`src/core/sms_pkg.sv`:
```
// Purpose: Shared constants and types of the supply monitor block
// Assumes: 8-bit registers, 6-bit register addresses
// Notes:   Offsets live here only; status_val hard-codes bit positions, and par, pll and read data resets are literals
package sms_pkg;
    // ----------------------------------------------------------------
    // Register map
    // ----------------------------------------------------------------
    localparam logic [5:0] STATUS_ADDR = 6'h01;
    localparam logic [5:0] CFG_FIRST = 6'h04;
    localparam logic [5:0] CFG_LAST = 6'h27;
    localparam int CFG_COUNT = 36;
    localparam logic [7:0] CFG_RESET = 8'h00;

    // ----------------------------------------------------------------
    // Status register fields
    // ----------------------------------------------------------------
    localparam int ST_BIT_ONE = 7;
    localparam int ST_BIT_LOWBAT21 = 5;
    localparam int ST_BIT_LOWBAT24 = 4;
    localparam int ST_BIT_DROP = 2;
    localparam int ST_BIT_PAR = 1;
    localparam int ST_BIT_PLL = 0;
    localparam logic DROP_FLAG_RESET = 1'b1;
    localparam logic LOWBAT_RESET = 1'b0;

    // ----------------------------------------------------------------
    // Comparator inputs, in synchroniser order
    // ----------------------------------------------------------------
    localparam int CMP_REGSUP_ACT = 0;
    localparam int CMP_REGSUP_STBY = 1;
    localparam int CMP_VBAT_STBY = 2;
    localparam int CMP_LOWBAT24 = 3;
    localparam int CMP_LOWBAT21 = 4;
    localparam int NUM_CMP = 5;
    localparam int SYNC_STAGES = 2;

    // Operating states of the system controller
    typedef enum logic [1:0] {
        ST_POR,
        ST_STANDBY,
        ST_ACTIVE,
        ST_SLEEP
    } sms_state_t;
endpackage

```
`src/core/sms_cmp_if.sv`:
```
// Purpose: Carries synchronised comparator levels between modules
// Assumes: Both ends on i_sys_clk
// Notes:   One bit per comparator, order as in the package
interface sms_cmp_if;
    import sms_pkg::*;
    logic [NUM_CMP-1:0] level;
    modport src (output level);
    modport dst (input level);
endinterface

```
`src/core/sms_cmp_sync.sv`:
```
// Purpose: Two-stage synchronisers for the analog comparator outputs
// Assumes: Comparator outputs are asynchronous levels
// Notes:   First stage is read by the second stage only
module sms_cmp_sync
    import sms_pkg::*;
(
    // Clock, reset, enable
    input wire logic i_sys_clk,
    input wire logic i_resetn,
    input wire logic i_clk_en,
    // Raw comparator levels
    input wire logic [NUM_CMP-1:0] i_raw,
    // Synchronised levels
    sms_cmp_if.src o_cmp
);
    // ----------------------------------------------------------------
    // Per-comparator synchroniser chain
    // ----------------------------------------------------------------
    genvar g;
    generate
        for (g = 0; g < NUM_CMP; g++) begin : g_sync
            logic meta;
            logic stable;
            logic next_meta;
            logic next_stable;
            // Hold both stages while the clock enable is low
            always_comb begin
                next_meta = i_clk_en ? i_raw[g] : meta;
                next_stable = i_clk_en ? meta : stable;
            end
            // Two flops before any logic sees the level
            always_ff @(posedge i_sys_clk or negedge i_resetn) begin
                if (!i_resetn) begin
                    meta <= 1'b0;
                    stable <= 1'b0;
                end else begin
                    meta <= next_meta;
                    stable <= next_stable;
                end
            end
            assign o_cmp.level[g] = stable;
        end
    endgenerate
endmodule

```
`src/core/sms_supply_monitor.sv`:
```
// Purpose: Supply supervision, fail-safe and low-power state control
// Assumes: Register port is driven by the serial bus block on i_sys_clk
// Notes:   Overview of operation below; pa enable is combinational
//
// Overview of operation
// - Dropout kills amplifier, resets configuration registers
// - Dropout restarts controller from power-up state
// - Dropout recorded in status bit 2
// - Active watches regulator; standby watches both supplies
// - Two low-battery flags in status bits 5:4
// - New transmission start clears both low-battery flags
// - Low-battery monitor evaluates only in active
// - Standby keeps bus, registers, controller powered
// - Sleep keeps bus only; registers lost
// - Host configures via register writes; device applies
// - Dropout flag reads one after a dropout
// - Low-battery flags invalid during standby
module sms_supply_monitor
    import sms_pkg::*;
(
    // Clock, reset, enable
    input wire logic i_sys_clk,
    input wire logic i_resetn,
    input wire logic i_clk_en,
    // Analog comparator outputs (asynchronous)
    input wire logic i_regsup_low_act,
    input wire logic i_regsup_low_stby,
    input wire logic i_vbat_low_stby,
    input wire logic i_vbat_below_2v4,
    input wire logic i_vbat_below_2v1,
    // Controller requests (same clock, one-cycle pulses)
    input wire logic i_tx_start,
    input wire logic i_tx_end,
    input wire logic i_sleep_req,
    input wire logic i_wake_req,
    // Fault events from other blocks (one-cycle pulses)
    input wire logic i_pll_err,
    input wire logic i_par_err,
    // Register port from the serial bus block
    input wire logic [5:0] i_reg_addr,
    input wire logic i_reg_wr,
    input wire logic i_reg_rd,
    input wire logic [7:0] i_reg_wdata,
    output logic [7:0] o_reg_rdata,
    // Device control outputs
    output logic o_pa_en,
    output sms_state_t o_state,
    output logic o_lowbat_valid,
    output logic [CFG_COUNT*8-1:0] o_config
);
    // ----------------------------------------------------------------
    // Comparator synchronisation
    // ----------------------------------------------------------------
    sms_cmp_if cmp_if ();
    sms_cmp_sync u_sync (
        .i_sys_clk(i_sys_clk),
        .i_resetn(i_resetn),
        .i_clk_en(i_clk_en),
        .i_raw({i_vbat_below_2v1, i_vbat_below_2v4, i_vbat_low_stby,
                i_regsup_low_stby, i_regsup_low_act}),
        .o_cmp(cmp_if.src)
    );
    logic [NUM_CMP-1:0] cmp;
    assign cmp = cmp_if.level;

    // ----------------------------------------------------------------
    // State, flags and configuration bank
    // ----------------------------------------------------------------
    sms_state_t state, next_state;
    logic drop_flag, next_drop_flag;
    logic par_flag, next_par_flag;
    logic pll_flag, next_pll_flag;
    logic [1:0] lowbat, next_lowbat;
    logic [7:0] cfg [CFG_COUNT];
    logic [7:0] next_cfg [CFG_COUNT];
    logic [7:0] rdata, next_rdata;
    logic dropout_evt;
    logic tx_go;
    logic stat_rd;
    logic cfg_hit;
    logic [5:0] cfg_idx;
    logic [7:0] status_val;

    // Detector source depends on power state
    always_comb begin
        if (state == ST_ACTIVE) begin
            dropout_evt = cmp[CMP_REGSUP_ACT];
        end else begin
            dropout_evt = cmp[CMP_REGSUP_STBY] | cmp[CMP_VBAT_STBY];
        end
    end

    // Amplifier dies in the same cycle the dropout is seen
    assign o_pa_en = (state == ST_ACTIVE) && !dropout_evt;
    assign o_state = state;
    // Flags only meaningful in active; host ignores them otherwise
    assign o_lowbat_valid = (state == ST_ACTIVE);

    assign tx_go = (state == ST_STANDBY) && i_tx_start && !dropout_evt;
    assign stat_rd = i_reg_rd && (i_reg_addr == STATUS_ADDR);
    assign cfg_hit = (i_reg_addr >= CFG_FIRST) && (i_reg_addr <= CFG_LAST);
    assign cfg_idx = i_reg_addr - CFG_FIRST;
    assign status_val = {1'b1, 1'b0, lowbat[1], lowbat[0], 1'b0,
                         drop_flag, par_flag, pll_flag};

    // Controller sequencing; dropout has top priority
    always_comb begin
        next_state = state;
        if (dropout_evt) begin
            next_state = ST_POR;
        end else begin
            unique case (state)
                ST_POR: next_state = ST_STANDBY;
                ST_STANDBY: begin
                    if (i_tx_start) begin
                        next_state = ST_ACTIVE;
                    end else if (i_sleep_req) begin
                        next_state = ST_SLEEP;
                    end
                end
                ST_ACTIVE: begin
                    if (i_tx_end) begin
                        next_state = ST_STANDBY;
                    end
                end
                ST_SLEEP: begin
                    if (i_wake_req) begin
                        next_state = ST_STANDBY;
                    end
                end
            endcase
        end
    end

    // Sticky status flags; a set in the read cycle wins over clear
    always_comb begin
        next_drop_flag = stat_rd ? 1'b0 : drop_flag;
        next_par_flag = stat_rd ? 1'b0 : par_flag;
        next_pll_flag = stat_rd ? 1'b0 : pll_flag;
        if (dropout_evt) begin
            next_drop_flag = 1'b1;
        end
        if (i_par_err) begin
            next_par_flag = 1'b1;
        end
        if (i_pll_err) begin
            next_pll_flag = 1'b1;
        end
    end

    // Low-battery flags: cleared at start, sampled only in active
    always_comb begin
        next_lowbat = lowbat;
        if (tx_go) begin
            next_lowbat = 2'b00;
        end else if (state == ST_ACTIVE) begin
            // Threshold flags set independently and stay set
            next_lowbat = lowbat | {cmp[CMP_LOWBAT21], cmp[CMP_LOWBAT24]};
        end
    end

    // Configuration bank: host writes, lost in sleep or dropout
    always_comb begin
        for (int i = 0; i < CFG_COUNT; i++) begin
            next_cfg[i] = cfg[i];
        end
        if (dropout_evt || state == ST_SLEEP || state == ST_POR) begin
            for (int i = 0; i < CFG_COUNT; i++) begin
                next_cfg[i] = CFG_RESET;
            end
        end else if (i_reg_wr && cfg_hit) begin
            next_cfg[cfg_idx] = i_reg_wdata;
        end
    end

    // Read data registered; unmapped addresses read zero
    always_comb begin
        next_rdata = rdata;
        if (i_reg_rd) begin
            if (i_reg_addr == STATUS_ADDR) begin
                next_rdata = status_val;
            end else if (cfg_hit) begin
                next_rdata = cfg[cfg_idx];
            end else begin
                next_rdata = 8'h00;
            end
        end
    end

    // Register everything; low clock enable freezes all of it
    always_ff @(posedge i_sys_clk or negedge i_resetn) begin
        if (!i_resetn) begin
            state <= ST_POR;
            drop_flag <= DROP_FLAG_RESET;
            par_flag <= 1'b0;
            pll_flag <= 1'b0;
            lowbat <= {LOWBAT_RESET, LOWBAT_RESET};
            rdata <= 8'h00;
            for (int i = 0; i < CFG_COUNT; i++) begin
                cfg[i] <= CFG_RESET;
            end
        end else if (i_clk_en) begin
            state <= next_state;
            drop_flag <= next_drop_flag;
            par_flag <= next_par_flag;
            pll_flag <= next_pll_flag;
            lowbat <= next_lowbat;
            rdata <= next_rdata;
            for (int i = 0; i < CFG_COUNT; i++) begin
                cfg[i] <= next_cfg[i];
            end
        end
    end

    assign o_reg_rdata = rdata;

    // Flatten the bank so downstream blocks apply it
    genvar g;
    generate
        for (g = 0; g < CFG_COUNT; g++) begin : g_cfg_out
            assign o_config[g*8 +: 8] = cfg[g];
        end
    endgenerate
endmodule

```
`config.mk`:
```
export PLATFORM = sky130hd
export DESIGN_NAME = sms_supply_monitor
export DESIGN_NICKNAME = d
export VERILOG_FILES = /design/src/core/sms_pkg.sv /design/src/core/sms_cmp_if.sv /design/src/core/sms_cmp_sync.sv /design/src/core/sms_supply_monitor.sv
export SDC_FILE = /design/constraint.sdc
export NUM_CORES = 1
export LEC_CHECK = 0
export BUFFER_PORTS_ARGS = -buffer_cell sky130_fd_sc_hd__buf_4
export CAP_MARGIN = 20
export CORE_UTILIZATION = 40
export CTS_CLUSTER_DIAMETER = 60
export DETAILED_ROUTE_END_ITERATION = 16
export PLACE_DENSITY = 0.66
export SYNTH_ARGS = -nofsm -noshare
export SYNTH_HDL_FRONTEND = slang
export SYNTH_HIERARCHICAL = 1
export SYNTH_SLANG_ARGS = --single-unit
```
`constraint.sdc`:
```
create_clock -name i_sys_clk -period 3.15 [get_ports i_sys_clk]
set_input_delay 0.315 -clock i_sys_clk [delete_from_list [all_inputs] [get_ports i_sys_clk]]
set_output_delay 0.315 -clock i_sys_clk [all_outputs]
set_load 0.05 [all_outputs]
```
# [Word-level counts from Yosys, hierarchy flattened]
# Cells that the tools add are included.
[op_classes] n_addsub=1 order_cmp=4 eq_ne=7 n_mux=23 bitwise=3 reduce_logical=23
[ops] cell="2-to-1 mux 288 bit" n=2
[ops] cell="bitwise mux 288 bit" n=1
[ops] cell="binary-select mux 8 bit (select 6 bit)" n=1
[ops] cell="demux 8 bit (select 6 bit)" n=1
[ops] cell="2-to-1 mux 8 bit" n=5
[ops] cell="2-to-1 mux 2 bit" n=7
[ops] cell="AND reduction 2 bit" n=6
[ops] cell="nonzero test 2 bit" n=5
[ops] cell="case mux 2 bit (4 select lines)" n=1
[ops] cell=">= comparator 7 bit, second input constant" n=1
[ops] cell="logical AND 1 bit" n=7
[ops] cell="< comparator 7 x 1 -> 1 bit, second input constant" n=1
[ops] cell="NOT 6 -> 7 bit" n=1
[ops] cell="== test 6 x 1 -> 1 bit, second input constant" n=1
[ops] cell=">= comparator 6 x 3 -> 1 bit, second input constant" n=1
[ops] cell="less-or-equal comparator 6 bit, second input constant" n=1
[ops] cell="subtractor 6 x 3 -> 6 bit, second input constant" n=1
[ops] cell="2-to-1 mux 1 bit" n=5
[ops] cell="== test 2 bit, second input constant" n=2
[ops] cell="inequality test 4 bit, second input constant" n=1
[ops] cell="AND reduction 4 bit" n=1
[ops] cell="inequality test 3 x 2 -> 1 bit, second input constant" n=1
[ops] cell="inequality test 3 bit, second input constant" n=1
[ops] cell="== test 2 x 1 -> 1 bit, second input constant" n=1
[ops] cell="5 further kinds" n=6
[word_totals] ff_bits=313 inputBits=30 output_inout_bits=300 word_cells=113

# [Longest topological paths before layout]
[logic_depth] word_depth=9 mapped_depth=12 ltp_nobuf=7

# [Modules after synthesis]
# The synthesis kept the hierarchy.
[modules_own_cells] mod="sms_supply_monitor" instances=1 cells_per_inst=1432 area_each_um2=15272.1
[modules_own_cells] mod="sms_cmp_sync" instances=1 cells_per_inst=26 area_each_um2=449.2

# [Least setup slack after synthesis]
# No wires, ideal clock.
[synth_path] path_kind="reg-to-reg" startpoint="reg state[1] (netlist: o_state[1])" endpoint="reg cfg, in the netlist o_config[175]" setup_time_ns=0.087 t_arrival_ns=2.669 required_ns=3.063 path_slack_ns=0.394 path_stages_with_launch=7 n_path_buf=2 cell_sequence="dfrtp_1 -> nor3b_2 -> or2_2 -> buf_4 -> buf_2 -> a211oi_4 -> o22ai_1"
[synth_between] elab_chain_cells=6
[synth_lines] element="start, declared" line="sms_supply_monitor.sv:69" rtl="sms_state_t state, next_state;"
[synth_lines] element="start signal, assigned" line="sms_supply_monitor.sv:203" rtl="state <= next_state;"
[synth_lines] element="== test 2 bit" line="sms_supply_monitor.sv:86" rtl="if (state == ST_ACTIVE) begin"
[synth_lines] element="2-to-1 mux 1 bit" line="sms_supply_monitor.sv:86"
[synth_lines] element="logical OR 1 bit" line="sms_supply_monitor.sv:167" rtl="if (dropout_evt || state == ST_SLEEP || state == ST_POR) begin"
[synth_lines] element="logical OR 1 bit *" line="sms_supply_monitor.sv:167"
[synth_lines] element="nonzero test 2 bit (no source line)"
[synth_lines] element="AND reduction 2 bit (no source line)"
[synth_lines] element="end signal, assigned by index" line="sms_supply_monitor.sv:210" rtl="cfg[i] <= next_cfg[i];"
[synth_lines] element="end, declared" line="sms_supply_monitor.sv:74" rtl="logic [7:0] cfg [CFG_COUNT];"
# Every way passes the cells marked *; elsewhere a longest branch is shown, timed or not.
# A chain may end at the register's enable or synchronous reset.

# [Worst setup path in the final report]
[layout_path] startpoint="reg state[1] (netlist: o_state[1])" endpoint="reg cfg, in the netlist o_config[253]"
# Same word-level chain as after synthesis.

==> results.yml <==
outcome:
  status: "complete, no violations"
critical_path:
  crit-reg2reg-capture: "o_config[253]$_DFFE_PN0P_"
  worstSetupEndpointType: "flip-flop"
  start_kind: "flip-flop"
  path_class: "reg2reg"
  worstSetupStartpoint: "o_state[1]$_DFFE_PN0P_"
  r2r_cells: 6
  crit_end: "o_config[253]$_DFFE_PN0P_"
  r2r_slack_ps: 620
  max_stage_delay_ps: 540
  critPathRequiredTime_ps: 3570
  cp_cell_sequence: "nor4b_2 -> nor2_2 -> a2111oi_4 -> buf_4 -> nand2_4 -> o22ai_1"
  reg2reg_from: "o_state[1]$_DFFE_PN0P_"
  crit_fanout: 32
  arrival_ps: 2950
  cpMaxStageDelayCell: "nor4b_2"
cts:
  clk_pin_slew_ps: 60
  clock_path_buffers: 3
  clock_sinks: 313
  cts_made_buffers: 37
  root_buffer: "clkbuf_16"
  cts_tree: "done"
  clk_latency_ps: 530
  cts.htree.levels: 2
  cts.repair.resized: 0
timing:
  max_freq_mhz: 396
  holdWs_ps: 31.9
  post-route-period-util_pct: 80.2
  slew_viol_final: 0
  final_hold_viol_count: 0
  fin_ws_ps: 625
  tightest_slew_ps: 1010
  setup_viol: 0
  slew-limit-headroom_pct: 32.9
  setup_tns_ps: 0
  finClkSkew_ps: 19.3
  period_needed_ps: 2530
  grt_setup_unrepaired: "no"
detailed_routing:
  drc: 0
  initialDrtViolationCount: 1161
  drt_first_pass_iters: 6
  final_antenna_net_count: 0
  vias_per_cell: 5.90
  wl_per_cell_um: 25.6
  vias: 13700
  drt-total-wl_mm: 59.6
place:
  io_buffers: 329
  pre_cts_slack_ps: 186
  dp_hpwl_mm: 42.1
  gp_congestion: 0.906
layout:
  fillers: 3513
  drive_above_1_share_pct: 30.9
  final_common_cell: "buf_4"
  regArea_mm2: 0.00783
  area_delta_synth_final_pct: 27.4
  num_antenna_cells: 0
  utilization_pct: 51.7
  final_cell_mix: "buf_4 (376), dfrtp_1 (312), o22ai_1 (277)"
  fin_nets: 1811
  multi_input_area_mm2: 0.00627
floorplan:
  fp.dieW_um: 200
  rows: 72
  die_area_mm2: 0.0401
  pin_count: 330
  initial_core_util_pct: 40.6
  core_mm2: 0.0387
  chipHeight_um: 200
synthesis:
  ys.warnings.count: 6
  synthesis.nets: 1490
  ys_types: 81
  synthCells: 1458
  synthesis.area_mm2: 0.0157
  yosysSeqAreaShare_pct: 49.8
  syn_avg_cell_area_um2: 10.8
  synth-seq-cells: 313
  synth_area_leaders: "dfrtp_1 (50%), o22ai_1 (11%), inv_1 (6.3%)"
  ys.flop_type: "dfrtp_1"
  async_reset_ff_share_pct: 100
  yosys.area.top_type_share_pct: 49.7
  yosys.area.top_type: "dfrtp_1"
  synth-edff-count: 0
power_and_ir_drop:
  p_comb_share_pct: 14.1
  switching_share_pct: 27.1
  leakage_uw: 0.00887
  seq_power_share_pct: 40.5
  clock_power_share_pct: 45.5
  ir_worst_vdd_mv: 0.311
  power-per-cell-area_mw_per_mm2: 508
  p_int_uw: 7410
  p_sw_uw: 2760
min_path:
  whs_path_depth: 2
  hold_class: "in2reg"
flow_run:
  cap_violations: 0
global_routing:
  grt_max_degree: 91
  antenna_found_initial: 0
  grt.total_usage_pct: 29.3
  grt_pass1_vias: 13700
  grt.overflow.total: 0
  grt_pass1_wl_mm: 89.5
## critical path, delay by kind of cell (launching register included)
kind                   cells  cell delay, ps
buffers and inverters      1             360
flip-flops                 1             450
AO/OA/AOI/OAI              2             500
AND/OR/NAND/NOR            3            1050
## cells by family (layout without fill, tap and decap cells)
group                    after synthesis  count (layout)  share of synthesized area (%)
AO/OA/AOI/OAI                        508             508                           25.0
buffers and inverters                365             714                           10.3
flip-flops                           313             313                           49.8
AND/OR/NAND/NOR                      166             166                           5.52
multiplexers                         103             103                           9.14
adder cells (fa/ha/maj)                2               2                          0.159
XOR/XNOR                               1               1                         0.0557
## routing by layer
metal,up-vias,routed length [um],track usage (%)
met4,0,1830,9.02
met5,-,0,0
met3,108,4630,4.88
li1,5911,-,-
met1,7012,24900,41.0
met2,686,28200,46.6
## state kept, by name, indices dropped and copies added, names as in the netlist
name and cells:
pll_flag 1, drop_flag 1, lowbat 2, u_sync/g_sync.stable 5
o_reg_rdata 8, par_flag 1, o_config 288, u_sync/g_sync.meta 5
o_state 2
## power groups by stage
| stage | registers, uW | logic [uW] | clock network [uW] |
|---|---|---|---|
| 2_1_floorplan | 4230 | 917 | 0 |
| 3_3_place_gp | 4190 | 1390 | 0 |
| 3_5_place_dp | 4190 | 1410 | 0 |
| 4_1_cts | 4120 | 1420 | 4660 |
| 5_1_grt | 4120 | 1520 | 4830 |
| 6_report | 4120 | 1430 | 4630 |
## how the worst min path moves through the flow
stage               startpoint                                end  slack, ps
2_1_floorplan         i_resetn              lowbat[0]$_DFFE_PN0P_         20
3_3_place_gp          i_resetn          o_config[269]$_DFFE_PN0P_        360
3_5_place_dp          i_resetn          o_config[285]$_DFFE_PN0P_        380
4_1_cts        i_vbat_low_stby  u_sync/g_sync[2].meta$_DFFE_PN0P_         20
5_1_grt        i_vbat_low_stby  u_sync/g_sync[2].meta$_DFFE_PN0P_         30
6_report       i_vbat_low_stby  u_sync/g_sync[2].meta$_DFFE_PN0P_         30
## synth_stat cells (7+ instances only)
master     number
nor2_1         26
o211ai_1        8
dfrtp_1       312
a22o_1         20
mux2_4         10
nand3_1        12
o2bb2ai_1       8
mux4_2         27
nor2b_1         9
a31oi_1        11
a2bb2oi_1       7
buf_2          31
buf_6          20
nand2_1        70
mux2_2         14
buf_4          16
mux2i_1        52
clkbuf_1       28
o22ai_1       277
nand2b_1        7
inv_1         262
a21o_1          7
a21oi_1        50
a32o_1         11
o21ai_0        25
a211oi_4       32
## what timing repair did
| item | CTS | global route |
|---|---|---|
| hold buffers | 1 | 0 |
| hold endpoints to repair | 83 | 0 |
| setup buffers | 0 | 0 |
## final cells by class
| cell class | instances | area share (%) |
|---|---|---|
| clock buffers | 55 | 5.62 |
| clock inverters | 12 | 0.981 |
| inverters | 263 | 4.93 |
| multi-input cells | 780 | 31.3 |
| flip-flops and latches | 313 | 39.1 |
| well taps | 518 | 3.24 |
| repair buffers | 384 | 14.8 |
## per-stage QoR
stage	area (um2)	cells	power (uW)
finish	20000	2325	10200
detailed placement	18700	2257	5600
CTS	20000	2325	10200
global placement	18700	2257	5580
global route	20000	2325	10500
floorplan	15700	1458	5150
No activity file was read; power rests on OpenSTA's default activity.
